### config.mk
export PLATFORM = sky130hd
export DESIGN_NAME = scg_sleep_gate_bank
export DESIGN_NICKNAME = d
export VERILOG_FILES = /design/src/design/scg_pkg.sv /design/src/design/scg_fault_check.sv /design/src/design/scg_sleep_gate_bank.sv
export SDC_FILE = /design/constraint.sdc
export NUM_CORES = 1
export LEC_CHECK = 0
export BUFFER_PORTS_ARGS = -buffer_cell sky130_fd_sc_hd__buf_2
export CAP_MARGIN = 10
export CORE_UTILIZATION = 40
export DETAILED_ROUTE_END_ITERATION = 10
export MAX_ROUTING_LAYER = met4
export PLACE_DENSITY_LB_ADDON = 0.15
export RECOVER_POWER = 50
export SLEW_MARGIN = 5
export SYNTH_ARGS = -nofsm -noshare
export SYNTH_HDL_FRONTEND = slang
export SYNTH_HIERARCHICAL = 1
export SYNTH_SLANG_ARGS = --single-unit
export TNS_END_PERCENT = 100
### constraint.sdc
create_clock -name I_CLOCK -period 2.7 [get_ports I_CLOCK]
set_clock_uncertainty 0.2 [all_clocks]
set_input_delay 0.27 -clock I_CLOCK [delete_from_list [all_inputs] [get_ports I_CLOCK]]
set_output_delay 0.27 -clock I_CLOCK [all_outputs]
set_load 0.05 [all_outputs]
### src/design/scg_pkg.sv
package scg_pkg;

  // Bus geometry
  localparam int unsigned DATA_W = 32;
  localparam int unsigned ADDR_W = 12;
  localparam int unsigned SEL_W  = 4;
  localparam int unsigned ID_W   = 5;

  // Register offsets, byte addresses in the control space
  localparam logic [11:0] OFF_SLEEP_GATE  = 12'h114;
  localparam logic [11:0] OFF_IRQ_STATUS  = 12'h1F0;
  localparam logic [11:0] OFF_IRQ_MASK    = 12'h1F4;
  localparam logic [11:0] OFF_FAULT_INFO  = 12'h1F8;
  localparam logic [11:0] OFF_ACTIVE_GATE = 12'h1FC;

  // Gate register reset value and writable bits
  localparam logic [31:0] GATE_RESET    = 32'h00000000;
  localparam logic [31:0] GATE_WRITABLE = 32'h070F1117;

  // Field positions of the gate register
  localparam int unsigned COMPARATOR_A_GATE       = 24;
  localparam int unsigned COMPARATOR_B_GATE       = 25;
  localparam int unsigned COMPARATOR_C_GATE       = 26;
  localparam int unsigned GP_COUNTER_A_GATE       = 16;
  localparam int unsigned GP_COUNTER_B_GATE       = 17;
  localparam int unsigned GP_COUNTER_C_GATE       = 18;
  localparam int unsigned GP_COUNTER_D_GATE       = 19;
  localparam int unsigned TWO_WIRE_BUS_GATE       = 12;
  localparam int unsigned QUADRATURE_ENCODER_GATE = 8;
  localparam int unsigned SYNC_SERIAL_GATE        = 4;
  localparam int unsigned ASYNC_SERIAL_A_GATE     = 0;
  localparam int unsigned ASYNC_SERIAL_B_GATE     = 1;
  localparam int unsigned ASYNC_SERIAL_C_GATE     = 2;

  // Interrupt status and mask layout
  localparam int unsigned IRQ_W     = 2;
  localparam int unsigned IRQ_FAULT = 0;
  localparam int unsigned IRQ_MODE  = 1;
  localparam logic [1:0]  IRQ_RESET = 2'h0;

  // Fault information layout
  localparam int unsigned FI_ID_LSB = 0;
  localparam int unsigned FI_WE     = 8;

  // Power mode as seen by the gating logic
  typedef enum logic [1:0]
  {
    MODE_RUN   = 2'h0,
    MODE_SLEEP = 2'h1,
    MODE_DEEP  = 2'h3
  } scg_mode_t;

endpackage

### src/design/scg_fault_check.sv
`timescale 1ns/1ps
`default_nettype none

module scg_fault_check
(
  input  wire logic                         i_clock,
  input  wire logic                         i_rst,
  input  wire logic [scg_pkg::DATA_W-1:0]   i_enable,
  input  wire logic                         i_req,
  input  wire logic [scg_pkg::ID_W-1:0]     i_id,
  input  wire logic                         i_we,
  output logic                              o_fault,
  output logic      [scg_pkg::ID_W-1:0]     o_fault_id,
  output logic                              o_fault_we
);

  import scg_pkg::*;

  // Access to a peripheral without clock is answered with a fault
  always_ff @(posedge i_clock)
  begin
    if (i_rst)
      o_fault <= 1'b0;
    else
      o_fault <= i_req && !i_enable[i_id];
  end

  // Remember the last faulting target for software
  always_ff @(posedge i_clock)
  begin
    if (i_rst)
    begin
      o_fault_id <= 5'h00;
      o_fault_we <= 1'b0;
    end
    else if (i_req && !i_enable[i_id])
    begin
      o_fault_id <= i_id;
      o_fault_we <= i_we;
    end
  end

endmodule

`default_nettype wire

### src/design/scg_sleep_gate_bank.sv
// Notes on behaviour
// - Each writable gate bit is one peripheral's clock enable.
// - Access to a peripheral whose clock is off raises a bus fault.
// - Sleep gate register at 0x114, resets to zero, all unclocked.
// - Run gates in run, sleep gates in sleep, deep gates in deep sleep; here deep gates also need automatic clock gating, else run gates apply.
// - Sleep gates apply only when automatic clock gating is set.
// - Bits 26..24 gate comparators C, B, A; read-write, reset zero.
// - Bits 19..16 gate counters D..A; read-write, reset zero.
// - Bit 12 gates the two-wire bus unit; read-write, reset zero.
// - Bit 8 gates the quadrature encoder; read-write, reset zero.
// - Bit 4 gates the synchronous serial unit; read-write, reset zero.
// - Bits 2..0 gate async serial C, B, A; read-write, reset zero.
// - Reserved bits read zero and ignore writes; software preserves them.
//
// Our own choice: register access over Wishbone.
`timescale 1ns/1ps
`default_nettype none

module scg_sleep_gate_bank
(
  input  wire logic                         I_CLOCK,
  input  wire logic                         I_RST,
  // Wishbone classic slave
  input  wire logic                         I_WB_CYC,
  input  wire logic                         I_WB_STB,
  input  wire logic                         I_WB_WE,
  input  wire logic [scg_pkg::ADDR_W-1:0]   I_WB_ADR,
  input  wire logic [scg_pkg::SEL_W-1:0]    I_WB_SEL,
  input  wire logic [scg_pkg::DATA_W-1:0]   I_WB_DAT,
  output logic      [scg_pkg::DATA_W-1:0]   O_WB_DAT,
  output logic                              O_WB_ACK,
  // System power state and sibling gate registers
  input  wire logic                         I_SYS_SLEEP,
  input  wire logic                         I_SYS_DEEP_SLEEP,
  input  wire logic                         I_AUTO_CLOCK_GATING,
  input  wire logic [scg_pkg::DATA_W-1:0]   I_RUN_CLOCK_GATE_1,
  input  wire logic [scg_pkg::DATA_W-1:0]   I_DEEP_SLEEP_CLOCK_GATE_1,
  // Peripheral access watch
  input  wire logic                         I_PERIPH_REQ,
  input  wire logic [scg_pkg::ID_W-1:0]     I_PERIPH_ID,
  input  wire logic                         I_PERIPH_WE,
  // Outputs
  output logic      [scg_pkg::DATA_W-1:0]   O_CLK_EN,
  output logic                              O_BUS_FAULT,
  output logic                              O_IRQ
);

  import scg_pkg::*;

  // Stored registers
  logic [DATA_W-1:0] sleep_clock_gate_1;
  logic [IRQ_W-1:0]  irq_status;
  logic [IRQ_W-1:0]  irq_mask;
  scg_mode_t         mode;

  // Next values and decode
  logic [DATA_W-1:0] next_sleep_clock_gate_1;
  logic [DATA_W-1:0] next_clk_en;
  logic [DATA_W-1:0] next_rd_dat;
  logic [DATA_W-1:0] byte_mask;
  logic [DATA_W-1:0] fault_info;
  logic [IRQ_W-1:0]  next_irq_status;
  logic [IRQ_W-1:0]  irq_event;
  logic [IRQ_W-1:0]  irq_clear;
  scg_mode_t         next_mode;
  logic              bus_req;
  logic              wr_strobe;
  logic              hit_gate;
  logic              hit_status;
  logic              hit_mask;
  logic              hit_info;
  logic              hit_active;
  logic              fault_pulse;
  logic [ID_W-1:0]   fault_id;
  logic              fault_we;

  // A request is taken once; ack in the following cycle ends it
  assign bus_req   = I_WB_CYC && I_WB_STB && !O_WB_ACK;
  assign wr_strobe = bus_req && I_WB_WE;

  // Word decode; low address bits are ignored inside a word
  assign hit_gate   = I_WB_ADR[11:2] == OFF_SLEEP_GATE[11:2];
  assign hit_status = I_WB_ADR[11:2] == OFF_IRQ_STATUS[11:2];
  assign hit_mask   = I_WB_ADR[11:2] == OFF_IRQ_MASK[11:2];
  assign hit_info   = I_WB_ADR[11:2] == OFF_FAULT_INFO[11:2];
  assign hit_active = I_WB_ADR[11:2] == OFF_ACTIVE_GATE[11:2];

  // Byte enables widened to a bit mask, one lane per generate step
  genvar lane;
  generate
    for (lane = 0; lane < SEL_W; lane++)
    begin : g_lane
      assign byte_mask[lane*8 +: 8] = {8{I_WB_SEL[lane]}};
    end
  endgenerate

  // Merge only enabled bytes and only writable bits
  always_comb
  begin
    next_sleep_clock_gate_1 = sleep_clock_gate_1;
    if (wr_strobe && hit_gate)
    begin
      next_sleep_clock_gate_1 =
        (sleep_clock_gate_1 & ~(byte_mask & GATE_WRITABLE)) |
        (I_WB_DAT & byte_mask & GATE_WRITABLE);
    end
  end

  // Gate register storage; writes store regardless of power mode
  always_ff @(posedge I_CLOCK)
  begin
    if (I_RST)
      sleep_clock_gate_1 <= GATE_RESET;
    else
      sleep_clock_gate_1 <= next_sleep_clock_gate_1;
  end

  // Interrupt mask, low byte lane only
  always_ff @(posedge I_CLOCK)
  begin
    if (I_RST)
      irq_mask <= IRQ_RESET;
    else if (wr_strobe && hit_mask && I_WB_SEL[0])
      irq_mask <= I_WB_DAT[IRQ_W-1:0];
  end

  // Power mode; sleep gating counts only with automatic gating on
  always_comb
  begin
    next_mode = MODE_RUN;
    if (I_AUTO_CLOCK_GATING && I_SYS_DEEP_SLEEP)
      next_mode = MODE_DEEP;
    else if (I_AUTO_CLOCK_GATING && I_SYS_SLEEP)
      next_mode = MODE_SLEEP;
  end

  always_ff @(posedge I_CLOCK)
  begin
    if (I_RST)
      mode <= MODE_RUN;
    else
      mode <= next_mode;
  end

  // Pick the gate set for the current mode; reserved bits never clock
  always_comb
  begin
    unique case (mode)
      MODE_RUN:
        next_clk_en = I_RUN_CLOCK_GATE_1;
      MODE_SLEEP:
        next_clk_en = sleep_clock_gate_1;
      MODE_DEEP:
        next_clk_en = I_DEEP_SLEEP_CLOCK_GATE_1;
      default:
        next_clk_en = GATE_RESET;
    endcase
    next_clk_en = next_clk_en & GATE_WRITABLE;
  end

  // Enables reach the peripherals one cycle after the mode settles.
  // A clock gate cell downstream should sample these to avoid glitches.
  always_ff @(posedge I_CLOCK)
  begin
    if (I_RST)
      O_CLK_EN <= GATE_RESET;
    else
      O_CLK_EN <= next_clk_en;
  end

  // Fault detection against the enables that actually apply
  scg_fault_check u_fault
  (
    .i_clock    (I_CLOCK),
    .i_rst      (I_RST),
    .i_enable   (O_CLK_EN),
    .i_req      (I_PERIPH_REQ),
    .i_id       (I_PERIPH_ID),
    .i_we       (I_PERIPH_WE),
    .o_fault    (fault_pulse),
    .o_fault_id (fault_id),
    .o_fault_we (fault_we)
  );

  assign O_BUS_FAULT = fault_pulse;

  // Events: a fault, and any change of power mode
  assign irq_event[IRQ_FAULT] = fault_pulse;
  assign irq_event[IRQ_MODE]  = mode != next_mode;

  // Write one to clear, low byte lane only
  assign irq_clear = (wr_strobe && hit_status && I_WB_SEL[0]) ?
                     I_WB_DAT[IRQ_W-1:0] : IRQ_RESET;

  // Set wins over a clear landing in the same cycle
  always_comb
  begin
    next_irq_status = (irq_status & ~irq_clear) | irq_event;
  end

  always_ff @(posedge I_CLOCK)
  begin
    if (I_RST)
      irq_status <= IRQ_RESET;
    else
      irq_status <= next_irq_status;
  end

  // Level interrupt from the next status so it tracks without lag
  always_ff @(posedge I_CLOCK)
  begin
    if (I_RST)
      O_IRQ <= 1'b0;
    else
      O_IRQ <= |(next_irq_status & irq_mask);
  end

  // Fault information word
  always_comb
  begin
    fault_info = '0;
    fault_info[FI_ID_LSB +: ID_W] = fault_id;
    fault_info[FI_WE] = fault_we;
  end

  // Read mux; unmapped words read as zero and still acknowledge
  always_comb
  begin
    next_rd_dat = '0;
    if (hit_gate)
      next_rd_dat = sleep_clock_gate_1 & GATE_WRITABLE;
    else if (hit_status)
      next_rd_dat[IRQ_W-1:0] = irq_status;
    else if (hit_mask)
      next_rd_dat[IRQ_W-1:0] = irq_mask;
    else if (hit_info)
      next_rd_dat = fault_info;
    else if (hit_active)
      next_rd_dat = O_CLK_EN;
  end

  // Read data is held only during the ack cycle, zero otherwise
  always_ff @(posedge I_CLOCK)
  begin
    if (I_RST)
      O_WB_DAT <= '0;
    else if (bus_req && !I_WB_WE)
      O_WB_DAT <= next_rd_dat;
    else
      O_WB_DAT <= '0;
  end

  // One-cycle ack, one cycle after the request is seen.
  // Ack drops after one cycle even if the master keeps stb high,
  // which keeps a held request from being taken again in the ack cycle.
  always_ff @(posedge I_CLOCK)
  begin
    if (I_RST)
      O_WB_ACK <= 1'b0;
    else
      O_WB_ACK <= bus_req;
  end

endmodule

`default_nettype wire

==> run_results.csv <==
group,metric,value,unit
layout,area_delta_synth_final,18.7,%
sta,drv_slew,0,
drt,drt-met1-wl,3280,µm
worst_setup_path,reg2reg_to,"u_fault/o_fault_we",
sta,max_freq,459,MHz
clock_tree,clk_latency,0.30,ns
worst_setup_path,crit_path_cell_trace,"clkbuf_1, or3b_2, nor4_4, nand2_1, mux2i_1, nor2_1",
logic_synthesis,syn_area,2930,µm²
layout,final_layout_size_suffix_gt1_frac,0.245,
drt,drc,0,
drt,drt_iter0_markers,83,
logic_synthesis,synth_top_area_share,0.375,
worst_setup_path,cp-startpoint,"I_WB_ADR[2]",
floorplanning,die_area,7680,µm²
worst_setup_path,cp_max_fo,10,
power_and_ir_drop,internal_power,1130,µW
worst_setup_path,critical_path.max_stage_delay,0.54,ns
sta,timing.final.ws_setup,0.520,ns
clock_tree,htreeDepth,2,
logic_synthesis,syn_avg_cell_area,10.2,µm²
placement,placed_area,3400,µm²
hold_path,hp-start,"I_WB_DAT[18]",
logic_synthesis,synth.largest_area_cell,"dfxtp_1",
power_and_ir_drop,p_clk_frac,0.260,
power_and_ir_drop,netSwitchingFraction,0.322,
floorplanning,rows,30,
hold_path,hp-class,"primary input to flip-flop",
worst_setup_path,crit_type,"primary input to flip-flop",
clock_tree,cts_tree,"done",
worst_setup_path,critPathCaptureType,"flip-flop",
worst_setup_path,worstReg2RegStart,"O_CLK_EN[1]",
drt,via_per_inst,4.82,
power_and_ir_drop,p_total,1670,µW
drt,num_vias,2412,
layout,insertedDiodeCount,0,
floorplanning,io-pin-count,194,
logic_synthesis,synthDistinctLibCells,49,
global_routing,grt_overflow_total,0,
power_and_ir_drop,seqPwrFrac,0.517,
global_routing,grt_pass1_vias,2237,
logic_synthesis,ys_seq_elements,55,
global_routing,antenna_found_initial,0,
layout,final_area,3480,µm²
logic_synthesis,synth-main-ff-cell,"dfxtp_1",
worst_setup_path,reg2reg_slack,0.65,ns
clock_tree,clk_pin_slew,0.09,ns
floorplanning,fp.dieH,87.6,µm
clock_tree,cts_resized,0,
power_and_ir_drop,p_per_area,479,nW/µm²
clock_tree,cts_sinks,55,
worst_setup_path,rr_worst_depth,5,
power_and_ir_drop,pwr-share-comb,0.223,
sta,fin_crit,2.18,ns
drt,drt_first_pass_iters,4,
placement,dpl.hpwl,5520,µm
logic_synthesis,syn_inst,289,
placement,gp_congestion,0.858,
placement,port_buffers,97,
sta,worstMarginPinSlew,0.962,ns
drt,met2WireLength,3380,µm
global_routing,track_usage,0.199,
power_and_ir_drop,switchingPower,536,µW
logic_synthesis,seq_area_frac_synth,0.375,
worst_setup_path,critPathArrivalTime,2.16,ns
floorplanning,start_util,0.423,
floorplanning,die_w,87.6,µm
sta,hold_slack,0.00434,ns
floorplanning,fp.coreArea,6940,µm²
clock_tree,cts_max_path_buffers,2,
status,status,"completed",
sta,rsz0062_at_grt,"no",
layout,num-fill-cells,693,
worst_setup_path,slowest_stage,"or3b_2",
sta,finalHoldViolations,0,
sta,setup_viol,0,
worst_setup_path,cp-start-kind,"primary input",
placement,dpl_worst_slack,0.290,ns
clock_tree,cts-buffers-inserted,5,
hold_path,whs_path_depth,3,
global_routing,grt_pass1_wl,11200,µm
drt,met3_length,437,µm
run,maxCapViolations,0,
drt,routedWlPerCell,14.4,µm
power_and_ir_drop,p_leak,0.00171,µW
sta,maxSlewHeadroom,0.356,
logic_synthesis,yosysWarnings,6,
logic_synthesis,synth_edf_count,0,
clock_tree,clockRootBuffer,"clkbuf_8",
sta,period_share,0.807,
worst_setup_path,cp.required,2.68,ns
worst_setup_path,critPathTopFamily,"simple AND/OR/NAND/NOR gates",
logic_synthesis,synth_area_leaders,"dfxtp_1 (38%), buf_4 (9.7%), mux2i_1 (8.2%), mux4_1 (7.2%), mux2_2 (6.1%)",
power_and_ir_drop,peakVddDrop,0.000182,V
global_routing,grt_max_degree,37,
worst_setup_path,cp_num_buf_inv,1,
logic_synthesis,synth-async-reset-ratio,0,
drt,ant_nets,0,
drt,drt-total-wl,7190,µm
layout,nNetsFinal,530,
drt,top_layer,"met4",
sta,setup_tns,0,ns
[stage by stage]
stage | util | std cells
6_report | 0.501 | 500
5_1_grt | 0.501 | 500
4_1_cts | 0.508 | 500
3_5_place_dp | 0.489 | 487
3_3_place_gp | 0.489 | 487
2_1_floorplan | - | 344
[Yosys cell counts, types with 2 or more instances]
master / instances
nand2_1: 15
nor3_1: 3
clkbuf_1: 8
nor4b_1: 2
nor2_1: 41
inv_1: 8
a22o_1: 9
nand4_1: 2
buf_6: 2
mux2_2: 16
a22oi_1: 20
mux4_1: 8
buf_1: 2
and4_1: 2
dfxtp_1: 55
buf_4: 38
and3_1: 3
mux2i_1: 24
[cells in the final DEF, fill, tap and decap left out, types with 2 or more instances in the layout]
cell,count
buf_2,65
conb_1,56
dfxtp_1,55
nor2_1,41
clkbuf_1,34
mux2i_1,24
a22oi_1,20
mux2_2,16
nand2_1,15
a22o_1,9
inv_1,8
mux4_1,8
clkbuf_8,5
dlygate4sd3_1,5
nor3_1,3
and3_1,3
and4_1,2
nor4b_1,2
nand4_1,2
[power by group through the flow]
| stage | combinational [µW] | sequential [µW] | clock (µW) |
|---|---|---|---|
| after floorplan | 282 | 912 | 0 |
| after global placement | 367 | 880 | 0 |
| after detailed placement | 369 | 880 | 0 |
| after CTS | 375 | 861 | 448 |
| after global routing | 399 | 865 | 481 |
| final | 372 | 861 | 434 |
[tightest hold or removal path: stages]
cell     delay [ns]
buf_2          0.08
mux2i_1        0.05
nor2_1         0.07
[layer usage]
layer,GRT usage,vias up
li1,-,1179
met1,0.269,1122
met2,0.308,102
met3,0.0330,9
met4,0.0522,0
met5,-,-
[cell families after synthesis]
group / after synthesis / share of synthesized area
flops: 55 / 0.375
mux: 49 / 0.223
buf+inv: 60 / 0.133
simple gates: 86 / 0.159
compound gates: 38 / 0.109
other cells: 1 / 0.00128
[worst max path at each step]
stage                            end  slack [ns]  depth (start not counted)
6_report                   flip-flop        0.52                          6
5_1_grt                    flip-flop        0.39                          6
4_1_cts           u_fault/o_fault_we        0.62                          6
3_5_place_dp   u_fault/o_fault_id[3]        0.29                          6
3_3_place_gp   u_fault/o_fault_id[0]        0.31                          6
2_1_floorplan  u_fault/o_fault_id[4]        0.55                          5
[timing repair]
| item | CTS | global route |
|---|---|---|
| hold buffers | 5 | 0 |
| endpoints found under the hold margin | 5 | 0 |
| setup buffers | 0 | 0 |
[area by class of cell]
class / count / area, µm² / area share
clock buffers: 7 / 76.3 / 0.0219
clock inverters: 1 / 5.00 / 0.00144
inverters: 9 / 33.8 / 0.00970
multi-input cells: 229 / 1640 / 0.472
flip-flops and latches: 55 / 1100 / 0.316
well taps: 96 / 120 / 0.0345
repair buffers: 103 / 503 / 0.144
No activity file was read; power rests on OpenSTA's default activity.
